[config.mk]
export PLATFORM = sky130hd
export DESIGN_NAME = ues_selector
export DESIGN_NICKNAME = d
export VERILOG_FILES = /design/src/core/ues_pkg.sv /design/src/core/ues_selector.sv
export SDC_FILE = /design/constraint.sdc
export NUM_CORES = 1
export LEC_CHECK = 0
export BUFFER_PORTS_ARGS = -buffer_cell sky130_fd_sc_hd__buf_2
export CORE_UTILIZATION = 48
export DETAILED_ROUTE_END_ITERATION = 8
export PLACE_DENSITY = 0.8
export SLEW_MARGIN = 20
export SYNTH_ARGS = -nofsm -noshare
export SYNTH_HDL_FRONTEND = slang
export SYNTH_SLANG_ARGS = --single-unit
[constraint.sdc]
create_clock -name sys_clk -period 3.4 [get_ports sys_clk]
set_clock_uncertainty 0.1 [all_clocks]
set_input_delay 0.34 -clock sys_clk [delete_from_list [all_inputs] [get_ports sys_clk]]
set_output_delay 0.34 -clock sys_clk [all_outputs]
set_load 0.02 [all_outputs]
[src/core/ues_pkg.sv]
package ues_pkg;
  // ------------------------------------------------------------
  // Register map
  // ------------------------------------------------------------
  localparam logic [3:0]  SEL_OFS       = 4'h0;
  localparam logic [3:0]  COUNT_OFS     = 4'h4;
  localparam logic [3:0]  STATUS_OFS    = 4'h8;
  localparam int          SEL_EVT_LSB   = 0;
  localparam int          SEL_MASK_LSB  = 8;
  localparam int          SEL_EN_BIT    = 16;
  localparam logic [16:0] SEL_RST       = 17'h00000;
  localparam logic [1:0]  RESP_OKAY     = 2'h0;
  localparam logic [1:0]  RESP_SLVERR   = 2'h2;

  // ------------------------------------------------------------
  // Event encodings, {event number, unit mask}
  // ------------------------------------------------------------
  localparam int NUM_CODES = 22;
  localparam logic [15:0] CODES [NUM_CODES] = '{
    16'h2f20, 16'h2f38,
    16'h3001, 16'h3002, 16'h3004, 16'h3007,
    16'h3101, 16'h3102, 16'h3104, 16'h3107,
    16'h3304,
    16'h4001, 16'h4002, 16'h4004,
    16'h4008, 16'h4010, 16'h4020,
    16'h4007, 16'h4038,
    16'h4101, 16'h4102, 16'h4104
  };
  localparam logic [15:0] PARTIAL_ALL_CODE = 16'h2f38;
  localparam logic [15:0] CANCEL_ALL_CODE  = 16'h3007;
  localparam logic [15:0] STALL_L0_CODE    = 16'h4007;
endpackage : ues_pkg

[src/core/ues_selector.sv]
// Functional notes
// - Event 2F/20: partial writes, channel 2
// - Event 2F/38: partial writes, any channel
// - Event 30/01,02,04: cancels per channel
// - Event 30/07: cancels, all channels
// - Event 31/01,02,04: priority updates per channel
// - Update: isochronous request meets issued normal
// - Send update message to memory controller
// - Event 31/07: priority updates, all channels
// - Event 33/04: force-ack conflicts to local home
// - Event 40/01: link 0 home stall cycles
// - Event 40/02: link 0 snoop stall cycles
// - Event 40/04: link 0 non-data response stalls
// - Event 40/08,10,20: link 1 stall cycles
// - Event 40/07: link 0 single-flit stalls
// - Event 40/38: link 1 single-flit stalls
// - Stalls counted regardless of arbitration loss
// - Event 41/01: link 0 data response stalls
// - Event 41/02: link 0 bypass stalls
// - Event 41/04: link 0 standard stalls
module ues_selector #(
  parameter int CNT_W = 32
) (
  // Clock, reset, enable
  input  wire logic                 sys_clk,
  input  wire logic                 resetn,
  input  wire logic                 clk_en,
  // AXI4-Lite slave
  input  wire logic [3:0]           s_axi_awaddr,
  input  wire logic                 s_axi_awvalid,
  output logic                      s_axi_awready,
  input  wire logic [31:0]          s_axi_wdata,
  input  wire logic [3:0]           s_axi_wstrb,
  input  wire logic                 s_axi_wvalid,
  output logic                      s_axi_wready,
  output logic [1:0]                s_axi_bresp,
  output logic                      s_axi_bvalid,
  input  wire logic                 s_axi_bready,
  input  wire logic [3:0]           s_axi_araddr,
  input  wire logic                 s_axi_arvalid,
  output logic                      s_axi_arready,
  output logic [31:0]               s_axi_rdata,
  output logic [1:0]                s_axi_rresp,
  output logic                      s_axi_rvalid,
  input  wire logic                 s_axi_rready,
  // Memory controller conditions, one bit per channel
  input  wire logic [2:0]           partial_write,
  input  wire logic [2:0]           dram_cancel,
  // Home logic conditions
  input  wire logic [2:0]           isochronous_class_req,
  input  wire logic [2:0]           normal_issued_match,
  input  wire logic                 force_ack_conflict,
  // Outbound link VCs: [0]=home [1]=snoop [2]=nondata resp
  input  wire logic [2:0]           l0_sf_pending,
  input  wire logic [2:0]           l1_sf_pending,
  // Link 0 multi-flit: [0]=data resp [1]=bypass [2]=standard
  input  wire logic [2:0]           l0_mf_pending,
  input  wire logic [1:0]           adaptive_vc_credit,
  input  wire logic [1:0]           dedicated_vc_credit,
  // Outputs
  output logic [2:0]                prio_update_msg,
  output logic                      count_inc
);

  // ------------------------------------------------------------
  // Condition vector
  // ------------------------------------------------------------
  logic [2:0] prio_evt;
  logic [2:0] l0_stall;
  logic [2:0] l1_stall;
  logic [2:0] l0_mf_stall;
  logic       credit_l0;
  logic       credit_l1;
  logic [ues_pkg::NUM_CODES-1:0] cond;

  // Issued normal request overtaken by an isochronous one
  assign prio_evt = isochronous_class_req & normal_issued_match;

  // No grant term here: a stall that would lose arbitration anyway
  // still counts, so counts can exceed true blocking time
  assign credit_l0   = adaptive_vc_credit[0] | dedicated_vc_credit[0];
  assign credit_l1   = adaptive_vc_credit[1] | dedicated_vc_credit[1];
  assign l0_stall    = l0_sf_pending & {3{~credit_l0}};
  assign l1_stall    = l1_sf_pending & {3{~credit_l1}};
  assign l0_mf_stall = l0_mf_pending & {3{~credit_l0}};

  // Order follows the code table in the package
  assign cond[0]     = partial_write[2];
  assign cond[1]     = |partial_write;
  assign cond[4:2]   = dram_cancel;
  assign cond[5]     = |dram_cancel;
  assign cond[8:6]   = prio_evt;
  assign cond[9]     = |prio_evt;
  assign cond[10]    = force_ack_conflict;
  assign cond[11]    = l0_stall[0];
  assign cond[12]    = l0_stall[1];
  assign cond[13]    = l0_stall[2];
  assign cond[16:14] = l1_stall;
  assign cond[17]    = |l0_stall;
  assign cond[18]    = |l1_stall;
  assign cond[19]    = l0_mf_stall[0];
  assign cond[20]    = l0_mf_stall[1];
  assign cond[21]    = l0_mf_stall[2];

  // ------------------------------------------------------------
  // Selection
  // ------------------------------------------------------------
  logic [16:0]                   sel_reg;
  logic [16:0]                   sel_next;
  logic [15:0]                   sel_code;
  logic                          sel_en;
  logic [ues_pkg::NUM_CODES-1:0] known;
  logic [ues_pkg::NUM_CODES-1:0] hit;
  logic                          sel_known;
  logic                          inc_now;

  assign sel_code = {sel_reg[ues_pkg::SEL_EVT_LSB +: 8],
                     sel_reg[ues_pkg::SEL_MASK_LSB +: 8]};
  assign sel_en   = sel_reg[ues_pkg::SEL_EN_BIT];

  // One comparator per listed encoding
  for (genvar i = 0; i < ues_pkg::NUM_CODES; i++) begin : g_match
    assign known[i] = (sel_code == ues_pkg::CODES[i]);
    assign hit[i]   = known[i] & cond[i];
  end

  // Unlisted pairs never count; at most one increment per cycle
  assign sel_known = |known;
  assign inc_now   = sel_en & (|hit);

  // Shared by both paths so that read and write agree on the map
  function automatic logic addr_mapped(input logic [3:0] a);
    return (a == ues_pkg::SEL_OFS) | (a == ues_pkg::COUNT_OFS) |
           (a == ues_pkg::STATUS_OFS);
  endfunction

  // ------------------------------------------------------------
  // AXI4-Lite write path
  // ------------------------------------------------------------
  logic        aw_got_reg;
  logic [3:0]  aw_addr_reg;
  logic        w_got_reg;
  logic [31:0] w_data_reg;
  logic [3:0]  w_strb_reg;
  logic        aw_hs;
  logic        w_hs;
  logic        do_write;
  logic        wr_sel;
  logic        wr_cnt;
  logic        wr_ok;
  logic        cnt_clr;

  assign aw_hs    = s_axi_awvalid & s_axi_awready;
  assign w_hs     = s_axi_wvalid & s_axi_wready;
  assign do_write = aw_got_reg & w_got_reg & ~s_axi_bvalid;
  assign wr_sel   = do_write & (aw_addr_reg == ues_pkg::SEL_OFS);
  assign wr_cnt   = do_write & (aw_addr_reg == ues_pkg::COUNT_OFS);
  assign wr_ok    = addr_mapped(aw_addr_reg);
  assign cnt_clr  = wr_cnt & w_strb_reg[0];

  // Byte-enabled update of the select register
  assign sel_next = {
    (wr_sel & w_strb_reg[2]) ? w_data_reg[16] : sel_reg[16],
    (wr_sel & w_strb_reg[1]) ? w_data_reg[15:8] : sel_reg[15:8],
    (wr_sel & w_strb_reg[0]) ? w_data_reg[7:0] : sel_reg[7:0]};

  // Address and data are held until both are in
  always_ff @(posedge sys_clk or negedge resetn) begin
    if (!resetn) begin
      aw_got_reg  <= 1'b0;
      aw_addr_reg <= 4'h0;
      w_got_reg   <= 1'b0;
      w_data_reg  <= 32'h00000000;
      w_strb_reg  <= 4'h0;
    end else if (clk_en) begin
      if (aw_hs) begin
        aw_got_reg  <= 1'b1;
        aw_addr_reg <= {s_axi_awaddr[3:2], 2'h0};
      end else if (do_write) begin
        aw_got_reg <= 1'b0;
      end
      if (w_hs) begin
        w_got_reg  <= 1'b1;
        w_data_reg <= s_axi_wdata;
        w_strb_reg <= s_axi_wstrb;
      end else if (do_write) begin
        w_got_reg <= 1'b0;
      end
    end
  end

  // Ready drops once a beat is held, giving back-pressure
  always_ff @(posedge sys_clk or negedge resetn) begin
    if (!resetn) begin
      s_axi_awready <= 1'b0;
      s_axi_wready  <= 1'b0;
    end else if (clk_en) begin
      s_axi_awready <= ~aw_got_reg & ~aw_hs & ~s_axi_bvalid;
      s_axi_wready  <= ~w_got_reg & ~w_hs & ~s_axi_bvalid;
    end
  end

  // Write response
  always_ff @(posedge sys_clk or negedge resetn) begin
    if (!resetn) begin
      s_axi_bvalid <= 1'b0;
      s_axi_bresp  <= ues_pkg::RESP_OKAY;
    end else if (clk_en) begin
      if (do_write) begin
        s_axi_bvalid <= 1'b1;
        s_axi_bresp  <= wr_ok ? ues_pkg::RESP_OKAY
                              : ues_pkg::RESP_SLVERR;
      end else if (s_axi_bready) begin
        s_axi_bvalid <= 1'b0;
      end
    end
  end

  // ------------------------------------------------------------
  // Counter and select state
  // ------------------------------------------------------------
  logic [CNT_W-1:0] count_reg;
  logic [CNT_W-1:0] count_next;

  // A clear racing an increment leaves one count behind
  assign count_next = cnt_clr ? {{(CNT_W-1){1'b0}}, inc_now}
                              : count_reg + {{(CNT_W-1){1'b0}}, inc_now};

  always_ff @(posedge sys_clk or negedge resetn) begin
    if (!resetn) begin
      sel_reg   <= ues_pkg::SEL_RST;
      count_reg <= '0;
      count_inc <= 1'b0;
    end else if (clk_en) begin
      sel_reg   <= sel_next;
      count_reg <= count_next;
      count_inc <= inc_now;
    end
  end

  // Update message toward the memory controller
  always_ff @(posedge sys_clk or negedge resetn) begin
    if (!resetn) begin
      prio_update_msg <= 3'h0;
    end else if (clk_en) begin
      prio_update_msg <= prio_evt;
    end
  end

  // ------------------------------------------------------------
  // AXI4-Lite read path
  // ------------------------------------------------------------
  logic        ar_hs;
  logic [3:0]  rd_addr;
  logic [31:0] rd_word;
  logic        rd_ok;

  assign ar_hs   = s_axi_arvalid & s_axi_arready;
  assign rd_addr = {s_axi_araddr[3:2], 2'h0};
  assign rd_ok   = addr_mapped(rd_addr);
  // Status: bit0 selection is listed, bit1 counted in the previous cycle
  assign rd_word =
    (rd_addr == ues_pkg::SEL_OFS)   ? {15'h0000, sel_reg} :
    (rd_addr == ues_pkg::COUNT_OFS) ? 32'(count_reg) :
    (rd_addr == ues_pkg::STATUS_OFS) ?
      {30'h00000000, count_inc, sel_known} : 32'h00000000;

  // One read in flight; a wide counter is cut to 32 bits
  always_ff @(posedge sys_clk or negedge resetn) begin
    if (!resetn) begin
      s_axi_arready <= 1'b0;
      s_axi_rvalid  <= 1'b0;
      s_axi_rdata   <= 32'h00000000;
      s_axi_rresp   <= ues_pkg::RESP_OKAY;
    end else if (clk_en) begin
      s_axi_arready <= ~s_axi_rvalid & ~ar_hs;
      if (ar_hs) begin
        s_axi_rvalid <= 1'b1;
        s_axi_rdata  <= rd_word;
        s_axi_rresp  <= rd_ok ? ues_pkg::RESP_OKAY
                              : ues_pkg::RESP_SLVERR;
      end else if (s_axi_rready) begin
        s_axi_rvalid <= 1'b0;
      end
    end
  end
endmodule // ues_selector

==> run summary, run 1 <==
======================================================================================
CP arrival ..............................................................      3680 ps
Cell type contributing the most total cell area after synthesis ......... sky130_fd_sc_hd__dfrtp_1
Peak fanout along the critical path .....................................            3
Setup Crit Path Kind .................................................... register to register
Worst vdd ir ............................................................     0.534 mV
Most prevalent standard cell on the critical path ....................... sky130_fd_sc_hd__ha_2
Die Width ...............................................................       110 µm
Async set-or-reset flop fraction in the synthesized netlist .............         100%
Top flip-flop cell by instance count after synthesis .................... sky130_fd_sc_hd__dfrtp_1
Total global routing overflow ...........................................            0
Cell total after placement ..............................................          797
Area fraction in and, or, nand and nor cells after synthesis ............        19.8%
Required @ worst endpoint ...............................................      3630 ps
Net switching share of the total power ..................................        31.5%
Multiplexer share of the synthesized area ...............................        11.7%
Largest net degree at the start of global routing .......................           90
Post-layout minimum cycle time ..........................................      3450 ps
Number of flops mapped to enable cells by yosys .........................            0
Internal power ..........................................................      3540 µW
Number of violations of the max-capacitance limit .......................            0
Final ANT Viol Nets .....................................................            0
Max stage delay on crit path ............................................       550 ps
Post-detailed-route via-to-cell ratio ...................................         5.51
Iteration-0 DRC Markers .................................................          269
Effective utilization at floorplan ......................................        49.1%
Kind of start point of the critical path ................................     register
Area of the die .........................................................   12,100 µm²
Flop and latch count out of synthesis ...................................          116
Clock share of power ....................................................        32.4%
Seq/Total Area, Yosys ...................................................        52.0%
Largest family of logic cells by synthesized area ....................... simple AND/OR/NAND/NOR gates
Total net switching power ...............................................      1620 µW
Antenna diode count .....................................................            0
Proportion of layout cells with a drive suffix above 1 ..................        33.1%
TritonCTS clock tree ....................................................         done
Core region area ........................................................   11,400 µm²
Status .................................................................. finished, violations left
Register share of total power ...........................................        38.5%
Number of design rule violations left after detail routing ..............            0
Vias after detailed routing .............................................        4,594
H-Tree Depth ............................................................            4
PD cells ................................................................   726 nW/µm²
Final cell count without fillers ........................................          834
Clk slew on worst S/H paths .............................................        50 ps
Number of distinct standard cells referenced by the synthesized netlist .           57
Number of buffers on the longest clock path .............................            2
TritonRoute pass-1 iters ................................................            6
Detailed placer's ending HPWL ...........................................      9150 µm
Post-synthesis cell area ................................................     5590 µm²
Max transition margin ...................................................        35.9%
Kind of cell with the highest combined delay on the critical path ....... simple AND/OR/NAND/NOR gates
Most common cell after layout, fill and taps aside ...................... sky130_fd_sc_hd__dfrtp_1
Actual transition at the worst max-transition pin .......................       959 ps
Number of clock buffers inserted by TritonCTS ...........................           17
Site Rows ...............................................................           39
Vias in the first global route ..........................................        4,667
Fraction of post-synthesis cell area in the top cell type by area .......        52.0%
Failing checks .......................................................... setup timing
Clock sink count ........................................................          116
Clock latency at the later pin of the worst-skew pair ...................       410 ps
Initial antenna violation count .........................................            0
Final Hold Violating Endpoints ..........................................            0
Highest Clock Rate ......................................................      290 MHz
Wire length of the first global-routing pass ............................    21,700 µm
Routability Congestion ..................................................        0.970
Routed wire length ......................................................    13,300 µm
Fill cell count .........................................................          900
Count of mapped cells out of synthesis ..................................          545
Cells traversed along the worst timing path ............................. or4b_4, or4_1, o311ai_1, or4b_1, and2_1, ha_2, ha_2, nand3_2, or2_4, buf_4, or3_1, a21oi_1
Cell types with the largest area share after synthesis .................. sky130_fd_sc_hd__dfrtp_1 52%, sky130_fd_sc_hd__mux2_2 8.5%, sky130_fd_sc_hd__nand2_1 6.5%
Max-slew violations .....................................................            0
Most frequent cells in the layout ....................................... 116 x sky130_fd_sc_hd__dfrtp_1, 99 x sky130_fd_sc_hd__buf_2, 96 x sky130_fd_sc_hd__nand2_1
Die H ...................................................................       110 µm
Final core utilization ..................................................        62.5%
Cell with the largest stage delay on the worst path ..................... sky130_fd_sc_hd__or4b_4
Combinational share of power ............................................        29.1%
Class of the tightest hold or removal check ............................. input pin to register
PnR worst setup slack ...................................................     -47.4 ps
Final Net Count .........................................................          759
Synthesized area per cell ...............................................     10.2 µm²
Layout overhead on the synthesized area .................................        27.3%
Compound-cell area share of the yosys netlist ...........................        9.74%
Average routed wire per standard cell ...................................      15.9 µm
Clock root buffer master ................................................ sky130_fd_sc_hd__clkbuf_16
Adder and majority gate portion of the synthesized area .................       0.448%
RSZ-0062 raised after global routing ....................................         true
Final worst-path cycle share ............................................         101%
Yosys warns .............................................................            0
Top-Level Pins ..........................................................          123
Setup violations, final .................................................            3
Number of buffers and inverters on the critical path ....................            1
Buffers on Ports ........................................................          100
Leakage power summed over all cells .....................................   0.00343 µW
Kind of end point of the critical path ..................................     register
XOR/XNOR Fraction of Synth Area .........................................        3.61%
Global-route usage over all layers ......................................        24.0%
======================================================================================
repair_timing:
item,in CTS,in global routing
resized for setup,6,12
hold buffers,0,1
endpoints found under the hold margin,0,87
setup endpoints to repair,14,24
setup buffers,1,4
pin swaps,2,4
final cells by class:
| type | instances | area, µm² | area share [%] |
|---|---|---|---|
| flip-flops and latches | 116 | 2900 | 40.8 |
| multi-input cells | 395 | 2620 | 36.8 |
| repair buffers | 141 | 821 | 11.5 |
| clock buffers | 27 | 513 | 7.22 |
| well taps | 143 | 179 | 2.52 |
| clock inverters | 4 | 45.0 | 0.634 |
| inverters | 8 | 30.0 | 0.422 |
metal layers:
metal  vias up  wire (µm)  GRT usage [%]
met2       150       6750           39.9
li1       2190          -              -
met4         0        312           11.1
met1      2222       5540           28.7
met5         -          0              0
met3        32        698           6.99
worst paths after layout:
path	from	to	slack (ps)	cells past startpoint
setup reg to reg	sel_reg[4]$_DFFE_PN0P_	count_reg[8]$_DFFE_PN0P_	-50	12
setup / recovery	sel_reg[4]$_DFFE_PN0P_	count_reg[8]$_DFFE_PN0P_	-50	12
min in group asynchronous	resetn	count_reg[17]$_DFFE_PN0P_	480	2
hold reg to reg	s_axi_rdata[5]$_DFFE_PN0P_	s_axi_rdata[5]$_DFFE_PN0P_	370	2
max in group asynchronous	resetn	s_axi_rdata[30]$_DFFE_PN0P_	2000	3
hold / removal	s_axi_wdata[3]	w_data_reg[3]$_DFFE_PN0P_	60	2
worst reg2reg max path: cells and delay by family, from the launching register on:
family          cells  cell delay (ps)
fa+ha+maj           2              380
flops               1              370
compound gates      2              240
simple gates        7             2140
buf+inv             1              150
cell usage after synthesis, drive strengths merged, types with 2 or more instances:
library cell / instances
mux2i: 18
dfrtp: 116
nor2: 36
nand2b: 5
nor2b: 9
or2: 2
and2: 4
a31oi: 2
nand4b: 2
nand3b: 3
xor2: 14
or3: 8
nand4: 5
nor3: 9
or4b: 2
ha: 2
mux2: 42
o31ai: 18
and4: 3
clkbuf: 9
o22ai: 2
a211oi: 2
buf: 18
nand3: 17
inv: 8
nand4bb: 2
o21ai: 36
nand2: 96
and3: 7
or4: 4
a31o: 2
nor4: 5
xnor2: 9
a21oi: 13
power by group through the flow:
stage	Clock [µW]	Sequential [µW]	Combinational, µW
global placement	0	1970	1410
finish	1670	1990	1500
global route	1770	2030	1640
CTS	1710	1980	1480
detailed placement	0	1990	1460
floorplan	0	2030	811
per-stage QoR:
stage / worst slack, ps / instance area (µm²) / power, µW / hold WS [ps] / TNS, ps
6_report: -47.4 / 7110 / 5160 / 57.5 / -102
5_1_grt: -174 / 7110 / 5430 / 51.5 / -1770
4_1_cts: -27.0 / 7020 / 5160 / 37.2 / -66.5
3_5_place_dp: -104 / 6420 / 3450 / 365 / -513
3_3_place_gp: -36.5 / 6420 / 3390 / 356 / -74.7
2_1_floorplan: 0.757 / 5590 / 2840 / -55.6 / 0
logic make-up after synthesis:
kind of cell,Yosys count
compound gates,87
xor+xnor,23
fa+ha+maj,2
buf+inv,35
flops,116
mux,60
other cells,1
simple gates,221
No activity file was read; power rests on OpenSTA's default activity.
==> run 2, diff against run 1 <==
--- a/config.mk
+++ b/config.mk
@@ -6,6 +6,7 @@
 export NUM_CORES = 1
 export LEC_CHECK = 0
 export BUFFER_PORTS_ARGS = -buffer_cell sky130_fd_sc_hd__buf_2
+export CORE_ASPECT_RATIO = 0.9
 export CORE_UTILIZATION = 48
 export DETAILED_ROUTE_END_ITERATION = 8
 export PLACE_DENSITY = 0.8
==> run 2 against run 1 <==
Against the previous run:
- the flow still finishes with violations (setup timing)
- core utilization is 4.0 points higher
- die area hardly changed
- clock power hardly changed
- critical path depth is 1 higher
- routed wire length is 4.9% higher
- fmax is 3.6% lower
- largest cell class unchanged
- largest power group unchanged
==> run summary, run 2 (same netlist as run 1, synthesis figures left out) <==
=========================================================================
PD cells ...................................................   718 nW/µm²
WHS ........................................................      49.1 ps
Capturing point of the worst reg2reg path .................. count_reg[17]$_DFFE_PN0P_
Average routed wire per standard cell ......................      16.2 µm
Highest Clock Rate .........................................      280 MHz
PnR worst setup slack ......................................      -177 ps
Effective utilization at floorplan .........................        50.4%
Final Instance Area ........................................     7370 µm²
Number of design rule violations left after detail routing .            0
Clock latency at the later pin of the worst-skew pair ......       420 ps
Failing checks ............................................. setup timing
Worst vdd ir ...............................................     0.507 mV
Number of buffers on the longest clock path ................            2
Proportion of layout cells with a drive suffix above 1 .....        37.1%
Grt peak-use layer .........................................         met2
Critical R2R Launch ........................................ sel_reg[7]$_DFFE_PN0P_
Clock root buffer master ................................... sky130_fd_sc_hd__clkbuf_16
Max transition margin ......................................        35.2%
Routability Congestion .....................................        0.818
Final ANT Viol Nets ........................................            0
Largest net degree at the start of global routing ..........           67
Site Rows ..................................................           36
Vias after detailed routing ................................        4,659
Class of the tightest hold or removal check ................ input pin to register
Post-detailed-route via-to-cell ratio ......................         5.41
Hold Path Stages ...........................................            2
Post-detailed-placement cell area ..........................     6530 µm²
Actual transition at the worst max-transition pin ..........       970 ps
Kind of end point of the critical path .....................     register
Peak fanout along the critical path ........................            4
Final Hold Violating Endpoints .............................            0
Worst Reg-to-Reg Cells .....................................           13
Worst Hold End ............................................. aw_addr_reg[2]$_DFFE_PN0P_
Routed wire length .........................................    14,000 µm
Antenna diode count ........................................            0
Met1 Resource Use GR .......................................        30.9%
Number of violations of the max-capacitance limit ..........            0
Post-placement worst setup slack ...........................      -114 ps
Detailed placer's ending HPWL ..............................      9500 µm
Most common cell after layout, fill and taps aside ......... sky130_fd_sc_hd__dfrtp_1
Top-Level Pins .............................................          123
Total global routing overflow ..............................            0
Vias in the first global route .............................        4,630
TritonRoute pass-1 iters ...................................            5
Fill cell count ............................................          865
Post-layout minimum cycle time .............................      3580 ps
Setup violations, final ....................................           18
Initial antenna violation count ............................            0
Iteration-0 DRC Markers ....................................          215
Startpoint of the lowest-slack hold path ................... s_axi_awaddr[2]
Buffers on Ports ...........................................          100
TritonCTS clock tree .......................................         done
Most frequent cells in the layout .......................... 116 x sky130_fd_sc_hd__dfrtp_1, 99 x sky130_fd_sc_hd__buf_2, 95 x sky130_fd_sc_hd__nand2_1
Max-slew violations ........................................            0
Clock sink count ...........................................          116
Kind of start point of the critical path ...................     register
Die H ......................................................       104 µm
Met2 Resource Use GR .......................................        39.5%
Status ..................................................... finished, violations left
Final core utilization .....................................        66.5%
Final worst-path cycle share ...............................         105%
RSZ-0062 raised after global routing .......................         true
Required @ worst endpoint ..................................      3590 ps
Setup Crit Path Kind ....................................... register to register
Leakage power summed over all cells ........................   0.00350 µW
Number of clock buffers inserted by TritonCTS ..............           17
Clk slew on worst S/H paths ................................        60 ps
Wire length of the first global-routing pass ...............    22,400 µm
Layout overhead on the synthesized area ....................        32.0%
Worst setup slack for register-to-register paths ...........      -180 ps
Die Width ..................................................       116 µm
Global-route usage over all layers .........................        24.5%
Core region area ...........................................   11,100 µm²
CP arrival .................................................      3770 ps
Area of the die ............................................   12,100 µm²
Final Net Count ............................................          776
H-Tree Depth ...............................................            4
Met3 Resource Use GR .......................................        7.75%
=========================================================================
## run 2: changes by cell type in the layout (fill, tap and decap cells not counted), moves of 3 or more
cell / previous run / this run
sky130_fd_sc_hd__nand3_4: 0 / 3
sky130_fd_sc_hd__inv_6: 0 / 3
sky130_fd_sc_hd__clkbuf_1: 5 / 0
sky130_fd_sc_hd__clkinv_4: 0 / 3
sky130_fd_sc_hd__clkinvlp_4: 0 / 5
sky130_fd_sc_hd__buf_4: 39 / 53
sky130_fd_sc_hd__clkbuf_8: 5 / 1
## run 2: repair_timing
item,4_1_cts,5_1_grt
buffers inserted,3,7
gates resized for setup,9,26
endpoints found under the hold margin,50,0
endpoints found under the setup margin,15,24
hold buffers,1,0
pin swaps,2,16
gates cloned,0,1
## run 2: worst max-delay path by stage
stage | start | to | cells after the start
2_1_floorplan | sel_reg[1]$_DFFE_PN0P_ | count_reg[30]$_DFFE_PN0P_ | 13
3_3_place_gp | sel_reg[4]$_DFFE_PN0P_ | count_reg[30]$_DFFE_PN0P_ | 12
3_5_place_dp | sel_reg[7]$_DFFE_PN0P_ | count_reg[30]$_DFFE_PN0P_ | 12
4_1_cts | sel_reg[4]$_DFFE_PN0P_ | count_reg[8]$_DFFE_PN0P_ | 12
5_1_grt | sel_reg[5]$_DFFE_PN0P_ | count_reg[31]$_DFFE_PN0P_ | 12
6_report | sel_reg[7]$_DFFE_PN0P_ | count_reg[17]$_DFFE_PN0P_ | 13
## run 2: layout make-up
type	count	area, µm²	share of cell area [%]
clock buffer	18	439	5.96
clock inverter	14	130	1.77
inverter	8	30.0	0.407
multi-input combinational	396	2720	36.9
sequential	116	2900	39.4
tap	152	190	2.58
timing repair buffer	157	957	13.0
## run 2: worst max-delay path, stage by stage, from the launching register on
cell	delay [ps]
sky130_fd_sc_hd__dfrtp_1	420
sky130_fd_sc_hd__or4b_4	540
sky130_fd_sc_hd__or4_4	550
sky130_fd_sc_hd__o311ai_2	90
sky130_fd_sc_hd__or4b_4	190
sky130_fd_sc_hd__and2_4	150
sky130_fd_sc_hd__ha_4	130
sky130_fd_sc_hd__nand4_1	180
sky130_fd_sc_hd__nor4_4	350
sky130_fd_sc_hd__buf_4	180
sky130_fd_sc_hd__nor2b_4	160
sky130_fd_sc_hd__nand4_1	160
sky130_fd_sc_hd__xor2_1	180
sky130_fd_sc_hd__nor2_1	60
## run 2: where the power goes
part           switching (µW)  leakage (µW)  internal (µW)
clock network             666      0.000265           1030
registers                 281       0.00154           1710
logic                     814       0.00170            790
total                    1760       0.00350           3530
## run 2: through the flow
stage,instances,power (µW),TNS [ps]
3_5_place_dp,817,3550,-903
2_1_floorplan,546,2840,0
4_1_cts,853,5280,-201
6_report,861,5290,-1680
5_1_grt,861,5560,-3870
3_3_place_gp,817,3490,-87.4
## run 2: per-layer routing
metal / part of all wire (%) / routed length [µm]
met5: 0 / 0
met4: 1.7 / 235
met3: 4.9 / 689
met2: 50 / 6970
met1: 43 / 6060
